`config.mk`:
```
export PLATFORM = sky130hd
export DESIGN_NAME = sync_serial_module
export DESIGN_NICKNAME = d
export VERILOG_FILES = /design/src/hdl/sync_serial_pkg.sv /design/src/hdl/sync_serial_module.sv
export VERILOG_INCLUDE_DIRS = /design/src /design/src/hdl
export SDC_FILE = /design/constraint.sdc
export NUM_CORES = 1
export LEC_CHECK = 0
export ABC_CLOCK_PERIOD_IN_PS = 7300
export BUFFER_PORTS_ARGS = -buffer_cell sky130_fd_sc_hd__buf_2
export CAP_MARGIN = 20
export CORE_MARGIN = 2
export CORE_UTILIZATION = 62
export CTS_CLUSTER_SIZE = 40
export DETAILED_ROUTE_END_ITERATION = 7
export GPL_ROUTABILITY_DRIVEN = 0
export GPL_TIMING_DRIVEN = 0
export PLACE_DENSITY = 0.87
export SLEW_MARGIN = 20
export SYNTH_ARGS = -nofsm -noshare
export SYNTH_HDL_FRONTEND = slang
export SYNTH_SLANG_ARGS = --single-unit
```
`constraint.sdc`:
```
create_clock -name clk -period 7.3 [get_ports clk]
set_input_delay 1.46 -clock clk [delete_from_list [all_inputs] [get_ports clk]]
set_output_delay 1.46 -clock clk [all_outputs]
set_load 0.02 [all_outputs]
```
`src/hdl/sync_serial_map.svh`:
```
`ifndef SYNC_SERIAL_MAP_SVH
`define SYNC_SERIAL_MAP_SVH
// Register byte offsets on the APB
`define OFF_SERIAL_BUFFER 8'h00
`define OFF_CONTROL_ONE 8'h04
`define OFF_STATUS 8'h08
`define OFF_ADDR_RELOAD 8'h0C
`define OFF_ADDR_MASK 8'h10
`define OFF_CONTROL_TWO 8'h14
`define OFF_PORT_FLAG 8'h18
// Control-one field positions
`define CTL1_WRITE_COLL 7
`define CTL1_OVERFLOW 6
`define CTL1_ENABLE 5
`define CTL1_IDLE_LEVEL 4
// Flag register field positions
`define FLAG_PENDING 0
`define FLAG_ENABLE 1
// Control-two field positions
`define CTL2_START 0
`define CTL2_RESTART 1
`define CTL2_STOP 2
`define CTL2_RECEIVE 3
`define CTL2_ACK_SEQ 4
// Reset values
`define RST_CONTROL_ONE 8'h00
`define RST_STATUS_CTL 2'h0
`define RST_ADDR_MASK 8'hFF
// Port mode codes
`define MODE_SPI_DIV4 4'h0
`define MODE_SPI_DIV16 4'h1
`define MODE_SPI_DIV64 4'h2
`define MODE_SPI_TIMER 4'h3
`define MODE_SPI_SLAVE_SEL 4'h4
`define MODE_SPI_SLAVE_FREE 4'h5
`define MODE_I2C_SLAVE7 4'h6
`define MODE_I2C_SLAVE10 4'h7
`define MODE_I2C_MASTER 4'h8
`define MODE_I2C_FW_MASTER 4'hB
`define MODE_I2C_SLAVE7_SP 4'hE
`define MODE_I2C_SLAVE10_SP 4'hF
// Serial clock half periods in system clocks, and bit counts
`define HALF_DIV4 6'h02
`define HALF_DIV16 6'h08
`define HALF_DIV64 6'h20
`define LAST_BIT 4'h7
`define BYTE_BITS 4'h8
`define ACK_SLOT 4'h9
`endif

```
`src/hdl/sync_serial_pkg.sv`:
```
package sync_serial_pkg;
  // Whole state of the port, registered in one place
  typedef struct packed {
    logic [7:0] ctrlOne;
    logic [1:0] statusCtl;
    logic dataAddr;
    logic stopSeen;
    logic startSeen;
    logic rwBit;
    logic updAddr;
    logic bufFull;
    logic [7:0] buffer;
    logic [7:0] shifter;
    logic [7:0] addrReload;
    logic [7:0] addrMask;
    logic [4:0] ctrlTwo;
    logic portFlag;
    logic flagEn;
    logic outBit;
    logic sampleBit;
    logic [3:0] bitCnt;
    logic busy;
    logic sclkPrev;
    logic sclkOutQ;
    logic [5:0] divCnt;
    logic sclPrev;
    logic sdaPrev;
    logic firstByte;
    logic matched;
    logic ackDrive;
    logic [7:0] brgCnt;
    logic [31:0] prdata;
  } state_t;
endpackage

```
`src/hdl/sync_serial_module.sv`:
```
// Summary of operation
// - Select-pin sync only in mode 0100
// - Select low drives output; high floats it
// - Select high or disable clears bit counter
// - SPI master freezes in Sleep, resumes after
// - Slave shifts in any power mode
// - Wake: Sleep slave only, Idle any
// - Reset disables port, aborts transfer
// - Idle level and edge map SPI modes
// - Address register reloads baud in master
// - Mask qualifies slave address bits
// - Received byte moves to buffer, flags
// - Transmit write loads buffer and shifter
// - Status upper two writable, lower read-only
// - Status bit 7 controls slew limiting
// - Status bit 6 enables SMBus thresholds
// - Bit 5 data versus address, slave
// - Stop/start bits record last, cleared disable
// - Bit 2 read/write or transmit busy
// - OR of bit 2 and requests shows activity
// - Bit 1 asks address reload, ten-bit
// - Bit 0 shows buffer full
// - Mode field selects master or slave variants
// - Enable hands pins to the port
`timescale 1ns/10ps
`default_nettype none
`include "sync_serial_map.svh"

module sync_serial_module (
  input wire logic clk,             // System clock
  input wire logic nrst,            // Async reset, active low
  input wire logic psel,            // APB select
  input wire logic penable,         // APB enable
  input wire logic pwrite,          // APB direction
  input wire logic [7:0] paddr,     // APB byte address
  input wire logic [31:0] pwdata,   // APB write data
  output logic [31:0] prdata,       // APB read data
  output logic pready,              // APB ready
  output logic pslverr,             // APB error on unmapped address
  input wire logic sleepMode,       // Device in Sleep
  input wire logic idleMode,        // Device in Idle
  input wire logic timerTick,       // Timer output pulse
  input wire logic sclkIn,          // Serial clock pin in
  output logic sclkOut,             // Serial clock pin out
  output logic sclkOe,              // Serial clock drive enable
  input wire logic sdiIn,           // Serial data in
  output logic sdoOut,              // Serial data out
  output logic sdoOe,               // Serial data drive enable
  input wire logic ssN,             // Slave select, active low
  input wire logic sclIn,           // I2C clock pin in
  output logic sclOut,              // I2C clock pin out
  output logic sclOe,               // I2C clock pull-low enable
  input wire logic sdaIn,           // I2C data pin in
  output logic sdaOut,              // I2C data pin out
  output logic sdaOe,               // I2C data pull-low enable
  output logic portFlag,            // Port interrupt flag
  output logic wakeRequest,         // Wake request to power control
  output logic masterActive,        // I2C master activity
  output logic slewLimitEn,         // Slew-rate limiting on pins
  output logic smbusInputEn         // SMBus input thresholds on
);

  ////////////////////////////////////////////////////////////////////////////
  // Mode decoding

  function automatic logic isSpiMaster(input logic [3:0] m);
    return m <= `MODE_SPI_TIMER;
  endfunction

  function automatic logic isSpiSlave(input logic [3:0] m);
    return (m == `MODE_SPI_SLAVE_SEL) || (m == `MODE_SPI_SLAVE_FREE);
  endfunction

  function automatic logic isI2cSlave(input logic [3:0] m);
    return (m == `MODE_I2C_SLAVE7) || (m == `MODE_I2C_SLAVE10) ||
           (m == `MODE_I2C_SLAVE7_SP) || (m == `MODE_I2C_SLAVE10_SP);
  endfunction

  function automatic logic isI2cMaster(input logic [3:0] m);
    return (m == `MODE_I2C_MASTER) || (m == `MODE_I2C_FW_MASTER);
  endfunction

  function automatic logic isTenBit(input logic [3:0] m);
    return (m == `MODE_I2C_SLAVE10) || (m == `MODE_I2C_SLAVE10_SP);
  endfunction

  function automatic logic addrHit(input logic [7:0] a);
    return (a == `OFF_SERIAL_BUFFER) || (a == `OFF_CONTROL_ONE) || (a == `OFF_STATUS) ||
           (a == `OFF_ADDR_RELOAD) || (a == `OFF_ADDR_MASK) || (a == `OFF_CONTROL_TWO) ||
           (a == `OFF_PORT_FLAG);
  endfunction

  // A finished byte goes to the buffer unless the last one is unread or overflow is set
  function automatic sync_serial_pkg::state_t storeByte(input sync_serial_pkg::state_t t,
                                                         input logic [7:0] b);
    sync_serial_pkg::state_t r;
    r = t;
    if (t.bufFull || t.ctrlOne[`CTL1_OVERFLOW]) begin
      r.ctrlOne[`CTL1_OVERFLOW] = 1'b1;
    end else begin
      r.buffer = b;
      r.bufFull = 1'b1;
    end
    r.portFlag = 1'b1;
    return r;
  endfunction

  sync_serial_pkg::state_t s, n;

  logic [3:0] mode;
  logic en, clock_idle_level, cpha, spiM, spiS, ssCtl, i2cS, i2cM, spiActive;
  logic [5:0] halfPer;
  logic halfDone, mTick, lead, trail, sclRise, sclFall, startCond, stopCond;
  logic brgTick, collision, setup, access, wr, rd, rwShown, addrMatch;
  logic [7:0] spiShifted, statusVal;

  ////////////////////////////////////////////////////////////////////////////
  // Decoded controls and pin events

  assign mode = s.ctrlOne[3:0];
  assign en = s.ctrlOne[`CTL1_ENABLE];
  assign clock_idle_level = s.ctrlOne[`CTL1_IDLE_LEVEL];
  assign cpha = ~s.statusCtl[0];
  assign spiM = isSpiMaster(mode);
  assign spiS = isSpiSlave(mode);
  assign ssCtl = mode == `MODE_SPI_SLAVE_SEL;
  assign i2cS = isI2cSlave(mode);
  assign i2cM = isI2cMaster(mode);
  assign spiActive = en && spiS && (!ssCtl || !ssN);

  // Master bit clock; the divider does not run in Sleep so the transfer freezes
  assign halfPer = (mode == `MODE_SPI_DIV4) ? `HALF_DIV4 :
                   (mode == `MODE_SPI_DIV16) ? `HALF_DIV16 : `HALF_DIV64;
  assign halfDone = (mode == `MODE_SPI_TIMER) ? timerTick : (s.divCnt == halfPer - 6'h01);
  assign mTick = en && spiM && s.busy && !sleepMode && halfDone;

  // Slave edges are seen whatever the power mode, since the pin drives them
  assign lead = spiM ? (mTick && s.sclkOutQ == clock_idle_level) :
                (spiActive && sclkIn != s.sclkPrev && s.sclkPrev == clock_idle_level);
  assign trail = spiM ? (mTick && s.sclkOutQ != clock_idle_level) :
                 (spiActive && sclkIn != s.sclkPrev && s.sclkPrev != clock_idle_level);
  assign spiShifted = {s.shifter[6:0], cpha ? sdiIn : s.sampleBit};

  assign sclRise = sclIn && !s.sclPrev;
  assign sclFall = !sclIn && s.sclPrev;
  assign startCond = sclIn && s.sclPrev && s.sdaPrev && !sdaIn;
  assign stopCond = sclIn && s.sclPrev && !s.sdaPrev && sdaIn;
  assign addrMatch = ((s.shifter[7:1] ^ s.addrReload[7:1]) & s.addrMask[7:1]) == 7'h00;
  assign brgTick = en && i2cM && s.brgCnt == 8'h00;

  assign collision = (spiM && s.busy) || (spiS && s.bitCnt != 4'h0) || (i2cM && s.busy);
  assign setup = psel && !penable;
  assign access = psel && penable;
  assign wr = access && pwrite;
  assign rd = access && !pwrite;

  // Bit 2 means read/write as slave, transmit busy as master
  assign rwShown = i2cM ? s.busy : s.rwBit;
  assign statusVal = {s.statusCtl, i2cS && s.dataAddr, s.stopSeen, s.startSeen, rwShown,
                      s.updAddr, s.bufFull};

  ////////////////////////////////////////////////////////////////////////////
  // Next-state logic

  always_comb begin
    n = s;
    n.sclkPrev = sclkIn;
    n.sclPrev = sclIn;
    n.sdaPrev = sdaIn;

    // Read data is captured in setup so that the bus sees a flop
    if (setup) begin
      if (paddr == `OFF_SERIAL_BUFFER) begin
        n.prdata = {24'h000000, s.buffer};
      end else if (paddr == `OFF_CONTROL_ONE) begin
        n.prdata = {24'h000000, s.ctrlOne};
      end else if (paddr == `OFF_STATUS) begin
        n.prdata = {24'h000000, statusVal};
      end else if (paddr == `OFF_ADDR_RELOAD) begin
        n.prdata = {24'h000000, s.addrReload};
      end else if (paddr == `OFF_ADDR_MASK) begin
        n.prdata = {24'h000000, s.addrMask};
      end else if (paddr == `OFF_CONTROL_TWO) begin
        n.prdata = {27'h0, s.ctrlTwo};
      end else if (paddr == `OFF_PORT_FLAG) begin
        n.prdata = {30'h0, s.flagEn, s.portFlag};
      end else begin
        n.prdata = 32'h00000000;
      end
    end

    // Software writes come first so that hardware sets below win
    if (wr) begin
      if (paddr == `OFF_SERIAL_BUFFER) begin
        if (collision) begin
          n.ctrlOne[`CTL1_WRITE_COLL] = 1'b1;
        end else begin
          n.buffer = pwdata[7:0];
          n.shifter = pwdata[7:0];
          if (i2cS || i2cM) begin
            n.bufFull = 1'b1;
          end
          if (spiM || i2cM) begin
            n.busy = 1'b1;
            n.bitCnt = 4'h0;
            n.divCnt = 6'h00;
          end
        end
      end else if (paddr == `OFF_CONTROL_ONE) begin
        n.ctrlOne = pwdata[7:0];
      end else if (paddr == `OFF_STATUS) begin
        n.statusCtl = pwdata[7:6];
      end else if (paddr == `OFF_ADDR_RELOAD) begin
        n.addrReload = pwdata[7:0];
        n.updAddr = 1'b0;
      end else if (paddr == `OFF_ADDR_MASK) begin
        n.addrMask = pwdata[7:0];
      end else if (paddr == `OFF_CONTROL_TWO) begin
        n.ctrlTwo = pwdata[4:0];
      end else if (paddr == `OFF_PORT_FLAG) begin
        if (pwdata[`FLAG_PENDING]) begin
          n.portFlag = 1'b0;
        end
        n.flagEn = pwdata[`FLAG_ENABLE];
      end
    end
    if (rd && paddr == `OFF_SERIAL_BUFFER) begin
      n.bufFull = 1'b0;
    end

    // SPI master divider and clock toggle
    if (en && spiM && s.busy && !sleepMode && mode != `MODE_SPI_TIMER) begin
      n.divCnt = halfDone ? 6'h00 : s.divCnt + 6'h01;
    end
    if (mTick) begin
      n.sclkOutQ = ~s.sclkOutQ;
    end

    // Shared SPI shifter: shift on the trailing edge; sample on the leading edge when cpha is low, on the trailing when high
    if (lead) begin
      if (cpha) begin
        n.outBit = s.shifter[7];
      end else begin
        n.sampleBit = sdiIn;
      end
    end
    if (trail) begin
      n.shifter = spiShifted;
      n.bitCnt = s.bitCnt + 4'h1;
      if (s.bitCnt == `LAST_BIT) begin
        n = storeByte(n, spiShifted);
        n.bitCnt = 4'h0;
        n.busy = 1'b0;
      end
    end
    if (en && ssCtl && ssN) begin
      n.bitCnt = 4'h0;
    end

    // I2C slave receive path
    if (en && i2cS) begin
      if (startCond) begin
        n.startSeen = 1'b1;
        n.stopSeen = 1'b0;
        n.bitCnt = 4'h0;
        n.firstByte = 1'b1;
        n.matched = 1'b0;
        n.rwBit = 1'b0;
      end else if (stopCond) begin
        n.stopSeen = 1'b1;
        n.startSeen = 1'b0;
        n.matched = 1'b0;
        n.rwBit = 1'b0;
        n.ackDrive = 1'b0;
      end else if (sclRise && s.bitCnt < `BYTE_BITS) begin
        n.shifter = {s.shifter[6:0], sdaIn};
        n.bitCnt = s.bitCnt + 4'h1;
      end else if (sclFall && s.bitCnt == `BYTE_BITS) begin
        n.bitCnt = `ACK_SLOT;
        if (s.firstByte) begin
          n.firstByte = 1'b0;
          if (addrMatch) begin
            n = storeByte(n, s.shifter);
            n.matched = 1'b1;
            n.dataAddr = 1'b0;
            n.rwBit = s.shifter[0];
            n.updAddr = isTenBit(mode);
            n.ackDrive = !s.bufFull && !s.ctrlOne[`CTL1_OVERFLOW];
          end
        end else if (s.matched) begin
          n = storeByte(n, s.shifter);
          n.dataAddr = 1'b1;
          n.ackDrive = !s.bufFull && !s.ctrlOne[`CTL1_OVERFLOW];
        end
      end else if (sclFall && s.bitCnt == `ACK_SLOT) begin
        n.ackDrive = 1'b0;
        n.bitCnt = 4'h0;
      end
    end

    // I2C master: the address register is the baud reload
    if (en && i2cM) begin
      n.brgCnt = brgTick ? s.addrReload : s.brgCnt - 8'h01;
      if (brgTick) begin
        n.ctrlTwo[`CTL2_START] = 1'b0;
        n.ctrlTwo[`CTL2_RESTART] = 1'b0;
        n.ctrlTwo[`CTL2_STOP] = 1'b0;
        n.ctrlTwo[`CTL2_ACK_SEQ] = 1'b0;
        if (s.busy) begin
          n.shifter = {s.shifter[6:0], 1'b0};
          n.bitCnt = s.bitCnt + 4'h1;
          if (s.bitCnt == `LAST_BIT) begin
            n.busy = 1'b0;
            n.bufFull = 1'b0;
            n.bitCnt = 4'h0;
          end
        end
      end
    end

    // Disabling the port aborts everything and clears bus history
    if (!n.ctrlOne[`CTL1_ENABLE]) begin
      n.bitCnt = 4'h0;
      n.busy = 1'b0;
      n.startSeen = 1'b0;
      n.stopSeen = 1'b0;
      n.ackDrive = 1'b0;
      n.matched = 1'b0;
      n.divCnt = 6'h00;
    end
    if (!n.busy) begin
      n.sclkOutQ = n.ctrlOne[`CTL1_IDLE_LEVEL];
    end
  end

  // State register; reset leaves the port disabled
  always_ff @(posedge clk or negedge nrst) begin
    if (!nrst) begin
      s <= '0;
      s.ctrlOne <= `RST_CONTROL_ONE;
      s.statusCtl <= `RST_STATUS_CTL;
      s.addrMask <= `RST_ADDR_MASK;
    end else begin
      s <= n;
    end
  end

  ////////////////////////////////////////////////////////////////////////////
  // Outputs

  assign prdata = s.prdata;
  assign pready = 1'b1;
  assign pslverr = access && !addrHit(paddr);
  // Pins belong to the port only while it is enabled
  assign sclkOut = s.sclkOutQ;
  assign sclkOe = en && spiM;
  assign sdoOut = cpha ? s.outBit : s.shifter[7];
  // The release follows the select pin with no clock, even mid-byte
  assign sdoOe = en && (spiM || (spiS && (!ssCtl || !ssN)));
  assign sclOut = 1'b0;
  assign sclOe = 1'b0;
  assign sdaOut = 1'b0;
  assign sdaOe = en && i2cS && s.ackDrive;
  assign portFlag = s.portFlag;
  assign wakeRequest = s.portFlag && s.flagEn && ((sleepMode && (spiS || i2cS)) || idleMode);
  assign masterActive = en && i2cM && (rwShown || (s.ctrlTwo != 5'h00));
  assign slewLimitEn = en && (i2cS || i2cM) && !s.statusCtl[1];
  assign smbusInputEn = en && (i2cS || i2cM) && s.statusCtl[0];
endmodule

`default_nettype wire

```
# Word-level counts from Yosys, hierarchy flattened
# Cells that the tools add are included.
# totals
elab_cells,273
in_bits,53
output_inout_bits,47
ff_bits,115
# classes
n_reduce_logical,90
addsub,4
order_cmp,2
bitwise_logic,3
muxes,119
n_eq_ne,26
# op_table
operator,n
$mux W115,6
$mux W114,5
$mux W8,14
$mux W41,2
$mux W40,2
$mux W23,3
$mux W59,1
$mux W57,1
$mux W5,11
$mux W54,1
$mux W6,9
$logic_and A1 B1 Y1,48
$mux W43,1
$mux W17,2
$mux W11,3
$mux W32,1
$mux W1,29
$mux W9,3
$mux W25,1
$eq A4 B4 Y1 const B,6
$eq A8 B5 Y1 const B,3
$mux W24,1
$logic_or A1 B1 Y1,23
$eq A4 B3 Y1 const B,5
other kinds (30),63

# Depth between registers and ports, before layout
# Gate-level depths: netlist of the first run.
# logic_depth
word_depth,34
ltp_mapped,10
mapped_depth_nobuf,8

# Worst setup path after synthesis of the first run
# Ideal clock, no wire load.
# synth_path
path_kind,input -> output
startpoint,input port paddr[4]
endpoint,output port pslverr
slack_ns,3.217
t_required_ns,5.840
path_stages,4
path_buffers,2
arrival_time_ns,2.623
path_cell_list,clkbuf_1 buf_1 nand3_1 a21oi_1
# synth_between
elab_chain_cells,9
elab_cells_between_ends,15
classes_between,eq/ne: 6; reduce/logical: 9
# synth_rtl
item,line_no,text
start: declaration,sync_serial_module.sv:35,"input wire logic [7:0] paddr,"
$eq A8 B3 Y1 (no source line) or $logic_not A8 Y1 (tied branches),-,
$logic_or A1 B1 Y1 (5 in a row),sync_serial_module.sv:88,return (a == `OFF_SERIAL_BUFFER) || (a == `OFF_CONTROL_ONE) || (a == `OFF_STATUS) ||
$logic_or A1 B1 Y1 (*),sync_serial_module.sv:88,
$logic_not A1 Y1 (*),sync_serial_module.sv:353,assign pslverr = access && !addrHit(paddr);
$logic_and A1 B1 Y1 (*),sync_serial_module.sv:353,
end: declaration,sync_serial_module.sv:39,"output logic pslverr,"
# Mark *: on every way between the ends. The rest lies on a longest branch, timed or not.

# Worst setup path in the final report of the first run
# layout_path
startpoint,input port paddr[2]
endpoint,output port pslverr
# The elaborated chain is that of the path after synthesis.

==> reports/summary.md, run 1 <==
The number of clock buffers added by TritonCTS is 9. In this run, synthesis inferred 0 flip-flops with an integrated enable. Summed over all layers, the global routing overflow is 0.

The repair_antennas step left the layout with diodes totalling 0. The tools report the number of global-route vias before repair as 5107. The overall power of the completed layout is 1040 uW. The slowest stage of the critical path is the sky130_fd_sc_hd__clkbuf_1 cell. Setup repair after global routing left no endpoint under its margin.

The number of nets in the layout was 771; the portion of total power attributed to sequential cells was 49.7%. Counting flops and latches in the post-synthesis netlist gives 91. The share of final-layout standard cells stronger than drive strength 1 came out at 23.0%. Traced cell by cell, the critical path runs through buf_2 -> clkbuf_1 -> clkbuf_1 -> nand3_1 -> a21oi_1 -> buf_2. Setup violations remaining at the end of the flow were counted as 0.

For the level count of the clock H-tree, the log shows 3. The number of cells produced by synthesis came out at 628. Sorting the synthesized cells by how often they occur yields 83 x sky130_fd_sc_hd__dfrtp_1, 72 x sky130_fd_sc_hd__nand2_1, 39 x sky130_fd_sc_hd__nor2_1. The worst slew margin relative to its limit came out at 36.9%. Number of cells upsized or downsized after cts: 0. For the pin with the worst max-slew slack, the measured transition is 0.946 ns. Kind of start point of the critical path: an input port.

In this run the deepest clock path goes through 2 buffers. Once the clock tree was built, the setup fixing pass inserted 0 buffers. Across all hold checks on the routed design, the worst slack comes to 0.468 ns. STA classifies the critical path endpoint as an output pin.

The power density normalized to cell area works out to 156 mW/mm2. The worst setup skew after layout is 0.00949 ns. The floorplan has 35 rows.

Dividing the detail-routed wire length by the instance count gives 19.8 um. STA puts the critical path data required time at 5.84 ns. Dividing the detail-routed via count by the number of cells gives 6.37. For this run, the register share of the synthesized area comes to 38.9%.

Number of sinks handled by clock tree synthesis: 91. The root buffer selected by CTS is sky130_fd_sc_hd__clkbuf_8. The final max-slew violation count was 0. The fraction of post-synthesis cell area in the top cell type by area was 35.3%; the global-route wire length before repair was 26600 um.

Max-cap violations in this run came to 0. Across every metal layer, demand over resource in global routing totals 33.8%. IR analysis of the VDD net gives a maximum drop of 0.117 mV. Detailed placement ended at an HPWL of 12200 um. The tools report the count of synthesis-stage warnings from yosys as 0.

The detail route stage leaves a number of antenna-violating nets equal to 0. Total wire length: 16700 um. For the worst-skew pair, the clock arrives at the later sink with an insertion delay of 0.37 ns.

The tools report the placement-stage worst setup slack as 2.81 ns. The worst hold path belongs to the class flip-flop to flip-flop. After clock tree synthesis, the clock-pin slew on the worst setup and hold paths is 0.09 ns.

The number of buffers and inverters on the critical path is 4, and the count of vias placed by the detailed router is 5398. Setup total negative slack on the finished layout was measured at 0 ns. In the post-synthesis netlist, the biggest area contributors are sky130_fd_sc_hd__dfrtp_1 35%, sky130_fd_sc_hd__mux2i_1 5.6%, sky130_fd_sc_hd__buf_4 4.9%, sky130_fd_sc_hd__nand2_1 4.6%, sky130_fd_sc_hd__mux2_2 3.8%.

The tools report the initial antenna violation count as 0. The run gives 2.75 ns as the worst-case setup margin in the final layout. Family with the most delay on the worst path: buffers and inverters.

For the hold violation count in the final report, the log shows 0. The region available for standard cell placement spans 0.00924 mm2. After detailed routing, the number of remaining DRC violations is 0.

TritonCTS built the clock tree. The number of distinct standard cells referenced by the synthesized netlist is 86. For this run, the leading register cell type out of synthesis is sky130_fd_sc_hd__dfrtp_1.

After routing the design area is 0.00666 mm2. After clock tree synthesis, the flow added hold-fix buffers numbering 0. In this run the cell area measured after placement is 0.00640 mm2.

Net switching is 24.8% of the power. By instance count, the leading cell after synthesis is sky130_fd_sc_hd__dfrtp_1. For this run, the detailed router's first-pass iteration total came to 8. Of the available clock period, the critical path in the final layout requires 62.4%. The die is 101 um tall. The worst stage delay on the critical path is 0.44 ns. The net switching power came out at 258 uW. The run gives 63.6% as the initial core utilization. Entering global routing, the biggest net connects 60 pins.

For this run, the top clock speed supported by timing is 0.220 GHz. For the netlist area before placement, the log shows 0.00588 mm2. The cell-internal power was 783 uW; the share of total power in combinational logic was 9.2%. Pin placement for this block handled 100 I/O pins. The cell accounting for the most synthesized area was sky130_fd_sc_hd__dfrtp_1. From synthesis to final layout, the design area changed by 13.2%. The die area was 0.0103 mm2; the time the final worst path needs with I/O delays and setup was 4.55 ns.

Dividing the synthesized area by the synthesized cell count gives 9.36 um2. Of all flip-flops after synthesis, the portion carrying an async set or reset was 100%. The detailed router finished its first iteration with 588 violations. Along the worst path, the maximum fanout reaches 10. For the standby leakage power, the log shows 0.00317 uW. The x dimension of the die is 101 um. The critical path is of the input port to output pin type. Data on the critical path arrives at its endpoint at 3.09 ns. The run finished with clean final reports. The number of buffers added on ports is 47, and the part of the power in the clock network is 41.1%.
## worst register-to-register path, stage by stage (launching register included)
cell                        delay (ns)
sky130_fd_sc_hd__dfrtp_1          0.47
sky130_fd_sc_hd__inv_1            0.14
sky130_fd_sc_hd__ha_1             0.25
sky130_fd_sc_hd__nor3b_1          0.30
sky130_fd_sc_hd__nor4b_2          0.13
sky130_fd_sc_hd__a2111oi_4        0.88
sky130_fd_sc_hd__a211o_1          0.32
sky130_fd_sc_hd__a21o_4           0.16
sky130_fd_sc_hd__a32oi_1          0.07
## power by group through the flow
stage | Combinational, uW | Sequential, uW | Clock, uW
final | 96.1 | 517 | 428
after global routing | 104 | 517 | 446
after CTS | 94.0 | 516 | 430
after detailed placement | 93.2 | 526 | 0
after global placement | 88.9 | 526 | 0
after floorplan | 57.0 | 524 | 0
## worst paths after layout
path                                         from  slack [ns]                 to  cells past startpoint
worst max-delay path                     paddr[2]        2.75            pslverr                      6
worst min-delay path            s[67]$_DFFE_PN1P_        0.47  s[67]$_DFFE_PN1P_                      2
worst max register to register    s[54]$_DFF_PN0_        4.43    s[95]$_DFF_PN0_                      8
worst min register to register  s[67]$_DFFE_PN1P_        0.47  s[67]$_DFFE_PN1P_                      2
max in group asynchronous                    nrst        5.60  s[67]$_DFFE_PN1P_                      2
min in group asynchronous                    nrst        1.02    s[52]$_DFF_PN0_                      1
## flip-flops by register name, indices dropped and copies added, names as in the netlist
signal            cells
s                    75
portFlag              1
mode                  4
sclkOut               1
prdata                8
en                    1
clock_idle_level      1
## kinds of logic (layout without fill, tap and decap cells)
group	Yosys count	count (layout)	share of synthesized area [%]
xor+xnor	15	15	2.36
other cells	2	28	0.128
buf+inv	78	142	7.72
simple gates	214	214	19.7
compound gates	159	159	18.2
fa+ha+maj	5	5	1.06
mux	64	64	11.9
flops	91	91	38.9
## metal layers
layer | GRT usage (%) | part of all wire (%) | vias to the layer above
li1 | - | - | 2395
met1 | 46.1 | 39 | 2520
met2 | 52.2 | 45 | 379
met3 | 4.42 | 9.4 | 104
met4 | 19.6 | 6.5 | 0
met5 | 0 | 0 | -
## layout make-up
type	count	area (um2)
Buffer	63	398
Clock buffer	11	141
Clock inverter	5	109
Fill cell	686	2580
Inverter	15	56.3
Multi-Input combinational cell	485	3240
Sequential cell	91	2290
Tap cell	129	161
Timing Repair Buffer	48	265
## placed cells by master, fill, tap and decap left out, types with 8 or more instances in the layout
master                     count
sky130_fd_sc_hd__buf_2        55
sky130_fd_sc_hd__nand2_1      72
sky130_fd_sc_hd__mux2_1        9
sky130_fd_sc_hd__nand2b_1      9
sky130_fd_sc_hd__buf_4        39
sky130_fd_sc_hd__o21ai_0      28
sky130_fd_sc_hd__nand3_1      19
sky130_fd_sc_hd__dfstp_2       8
sky130_fd_sc_hd__clkbuf_1     15
sky130_fd_sc_hd__xor2_1       12
sky130_fd_sc_hd__a21oi_1      31
sky130_fd_sc_hd__a31oi_1      11
sky130_fd_sc_hd__inv_1        14
sky130_fd_sc_hd__a22oi_1       8
sky130_fd_sc_hd__nor3_1       14
sky130_fd_sc_hd__conb_1       28
sky130_fd_sc_hd__clkbuf_8     10
sky130_fd_sc_hd__o21ai_1      23
sky130_fd_sc_hd__nor2_1       39
sky130_fd_sc_hd__mux2i_1      33
sky130_fd_sc_hd__dfrtp_1      83
sky130_fd_sc_hd__mux2_2       20
## stage by stage
step                      util [%]  instances
after global routing          72.0        847
after CTS                     72.0        847
final                         72.0        847
after detailed placement      69.3        831
after floorplan                  -        654
after global placement        69.0        830
(Power assumes the default switching activity.)
==> inputs of run 2 (changes only) <==
--- a/config.mk
+++ b/config.mk
@@ -6,16 +6,16 @@
 export SDC_FILE = /design/constraint.sdc
 export NUM_CORES = 1
 export LEC_CHECK = 0
-export ABC_CLOCK_PERIOD_IN_PS = 7300
+export ABC_CLOCK_PERIOD_IN_PS = 4400
 export BUFFER_PORTS_ARGS = -buffer_cell sky130_fd_sc_hd__buf_2
 export CAP_MARGIN = 20
 export CORE_MARGIN = 2
-export CORE_UTILIZATION = 62
+export CORE_UTILIZATION = 57
 export CTS_CLUSTER_SIZE = 40
 export DETAILED_ROUTE_END_ITERATION = 7
 export GPL_ROUTABILITY_DRIVEN = 0
 export GPL_TIMING_DRIVEN = 0
-export PLACE_DENSITY = 0.87
+export PLACE_DENSITY = 0.81
 export SLEW_MARGIN = 20
 export SYNTH_ARGS = -nofsm -noshare
 export SYNTH_HDL_FRONTEND = slang
==> constraint.sdc (replaced) <==
create_clock -name clk -period 4.4 [get_ports clk]
set_input_delay 0.88 -clock clk [delete_from_list [all_inputs] [get_ports clk]]
set_output_delay 0.88 -clock clk [all_outputs]
set_load 0.02 [all_outputs]
==> run 2 against run 1 <==
Compared with the run above: clock skew grew 0.00084 ns; clock-buffer cell count is 1 higher; first-iteration DRC count is 12% lower.
==> reports/summary.md, run 2 (synthesis gave the netlist of run 1 again) <==
The flow ran to the end, and the final reports show no timing, DRC or antenna violations. For the required time reported for the critical path endpoint, the log shows 3.52 ns (was 5.84 ns). The power density normalized to cell area is 251 mW/mm2 (was 156 mW/mm2). The kind of start point of the critical path is an input port (unchanged). The number of buffers and inverters on the critical path was 4 (unchanged); the portion of total power attributed to sequential cells was 51.3% (was 49.7%). Root buffer selected by CTS: sky130_fd_sc_hd__clkbuf_8 (unchanged). Leading cell type in the layout, fill and taps excluded: sky130_fd_sc_hd__dfrtp_1 (unchanged).

The slowest library cell on the worst path was sky130_fd_sc_hd__clkbuf_1 (unchanged). The total wire length came out at 16400 um (was 16700 um). CP cell instances: buf_2 -> clkbuf_1 -> buf_1 -> nand3_1 -> a21oi_1 -> buf_2 (was buf_2 -> clkbuf_1 -> clkbuf_1 -> nand3_1 -> a21oi_1 -> buf_2).

The number of DRC violations after detailed-routing iteration 0 was 520 (was 588); the vertical die dimension was 106 um (was 101 um). The number of endpoints failing setup at the final stage is 0 (unchanged), and the detailed-routed wire length on met3 is 1550 um (was 1570 um). The post-route clock period utilization is 76.8%.

The floorplan row count is 37 (was 35). TritonCTS built the clock tree. The remaining antenna violation count after routing is 0 (unchanged), and the number of buffers added on ports is 47 (unchanged).

Data arrival time at the worst-slack endpoint: 2.50 ns (was 3.09 ns). The family with the most delay on the worst path was buffers and inverters (unchanged). The hold violation count in the final report was 0 (unchanged); the highest net fanout along the worst path was 10 (unchanged). The run gives 0 (unchanged) as the number of remaining DRC errors.

The logs give 49 (was 60) for the pin count of the biggest net entering global routing and 26100 um (was 26600 um) for the global-route wire length before repair. The tools report the overall fraction of global-route tracks in use as 30.2% (was 33.8%). The worst setup skew after layout was 0.0103 ns (was 0.00949 ns). The tools report the element type at the critical path end as an output pin (unchanged).

The class of the tightest hold or removal check is flip-flop to flip-flop (unchanged). Number of sinks handled by clock tree synthesis: 91 (unchanged). Highest-count cells in the layout ignoring fill and taps: 83 x sky130_fd_sc_hd__dfrtp_1, 72 x sky130_fd_sc_hd__nand2_1, 55 x sky130_fd_sc_hd__buf_2 (unchanged). The classification of the worst setup path is input port to output pin (unchanged). Topmost layer with routed signal wires: met4 (unchanged).

Worst stage delay on the critical path: 0.46 ns (was 0.44 ns). Area added between synthesis and finish: 12.9% (was 13.2%). For the share of total power in combinational logic, the log shows 9.5% (was 9.2%). The run gives 0 ns (unchanged) as the sum of negative setup slack.

The routed length per placed instance came out at 19.2 um (was 19.8 um). The total length of routed met2 wires is 7460 um (was 7540 um). The worst slew margin relative to its limit is 33.6% (was 36.9%). The overall power of the completed layout is 1670 uW (was 1040 uW).

Initial core utilization: 57.7% (was 63.6%). The run gives 0.38 ns (was 0.37 ns) as the clock latency at the later pin of the worst-skew pair. The level count of the clock H-tree is 3 (unchanged), and the die area is 0.0111 mm2 (was 0.0103 mm2).

The post-CTS clock slew at the launch and capture registers of the worst setup and hold paths works out to 0.09 ns (about the same). The number of cells upsized or downsized after cts was 0 (unchanged); the x dimension of the die was 106 um (was 101 um). The maximum resistive drop on vdd is 0.180 mV (was 0.117 mV).

The total grt overflow came out at 0 (unchanged). The placement-stage worst setup slack is 1.09 ns (was 2.81 ns). The max-capacitance violation count was 0 (unchanged); the vias per cell was 6.30 (was 6.37). The tools report the net switching power as 418 uW (was 258 uW). The tools report the number of global-route vias before repair as 4956 (was 5107).

The share of final-layout standard cells stronger than drive strength 1 is 23.0% (unchanged), and the antenna cell count is 0 (unchanged). The logs give 0 (unchanged) for the final max-slew violation count and 5382 (was 5398) for the count of vias placed by the detailed router. Switching share of power: 25.0% (was 24.8%). Counting stages on the worst path, the most repeated cell is sky130_fd_sc_hd__buf_2. The initial antenna violation count came out at 0 (unchanged). The number of buffers on the longest clock path is 2 (unchanged). The run gives 0 (unchanged) as the post-cts hold buffer count. The clock period could shrink to 3.38 ns. Share of the core filled with cells: 65.2% (was 72.0%). The run gives 6 (was 8) as the iteration count of the initial detailed-routing pass. The worst-case setup margin in the final layout was 1.02 ns (was 2.75 ns); the routed metal-1 wirelength was 6640 um (was 6530 um).

The logs give 100 (unchanged) for the I/O pin count and 0.00316 uW (was 0.00317 uW) for the standby leakage power. The logs give 1250 uW (was 783 uW) for the cell-internal power and 0.0102 mm2 (was 0.00924 mm2) for the floorplan core area. Setup repair after global routing left no endpoint under its margin. The flip-flop count of the largest register, all copies and words added works out to 75 (unchanged). The tools report the number of standard cells in the layout, taps in and fillers out as 854 (was 847).

Actual transition at the worst max-transition pin: 0.982 ns (was 0.946 ns). The buffer count from post-CTS setup fixing was 0 (unchanged); the placed cell count was 838 (was 831). Most flop-heavy register: s (unchanged).

The run gives 771 (unchanged) as the number of nets in the layout. The logs give 12300 um (was 12200 um) for the half-perimeter wire length after placement and 0.296 GHz for the highest achievable clock rate. The part of the power in the clock network was 39.1% (was 41.1%).

TritonCTS buffer count: 9 (unchanged).
[run 2: tightest hold or removal path, cell delays in order, from the launching register on]
cell,delay [ns]
sky130_fd_sc_hd__dfstp_2,0.38
sky130_fd_sc_hd__nand2_1,0.04
sky130_fd_sc_hd__o21ai_1,0.06
[run 2: worst paths after layout]
path / startpoint / to / slack (ns) / cells past startpoint
worst max-delay path: paddr[4] / pslverr / 1.02 / 6
worst min-delay path: s[67]$_DFFE_PN1P_ / s[67]$_DFFE_PN1P_ / 0.49 / 2
worst max register to register: s[54]$_DFF_PN0_ / s[95]$_DFF_PN0_ / 1.56 / 8
worst min register to register: s[67]$_DFFE_PN1P_ / s[67]$_DFFE_PN1P_ / 0.49 / 2
max in group asynchronous: nrst / s[33]$_DFFE_PN0P_ / 3.26 / 2
min in group asynchronous: nrst / s[59]$_DFFE_PN0P_ / 0.50 / 1
[run 2: final cells by class]
type | instances | area, um2
Sequential cell | 91 | 2290
Clock buffer | 12 | 155
Tap cell | 136 | 170
Buffer | 63 | 398
Inverter | 15 | 56.3
Timing Repair Buffer | 48 | 265
Clock inverter | 4 | 72.6
Fill cell | 862 | 3540
Multi-Input combinational cell | 485 | 3240
[run 2: layer usage]
| layer | up-vias | global-route usage [%] |
|---|---|---|
| li1 | 2391 | - |
| met1 | 2554 | 40.8 |
| met2 | 360 | 46.3 |
| met3 | 77 | 6.06 |
| met4 | 0 | 15.5 |
| met5 | - | 0 |
[run 2: metrics by stage]
stage	cell area, um2	hold WS (ns)
global placement	6380	0.455
floorplan	5980	0.445
finish	6640	0.487
CTS	6640	0.491
detailed placement	6410	0.478
global route	6640	0.514
[run 2: power groups by stage]
stage          Clock, uW  Combinational, uW  Sequential (uW)
4_1_cts              655                156              857
2_1_floorplan          0               94.6              869
3_3_place_gp           0                148              872
6_report             653                159              857
5_1_grt              692                172              858
3_5_place_dp           0                155              873
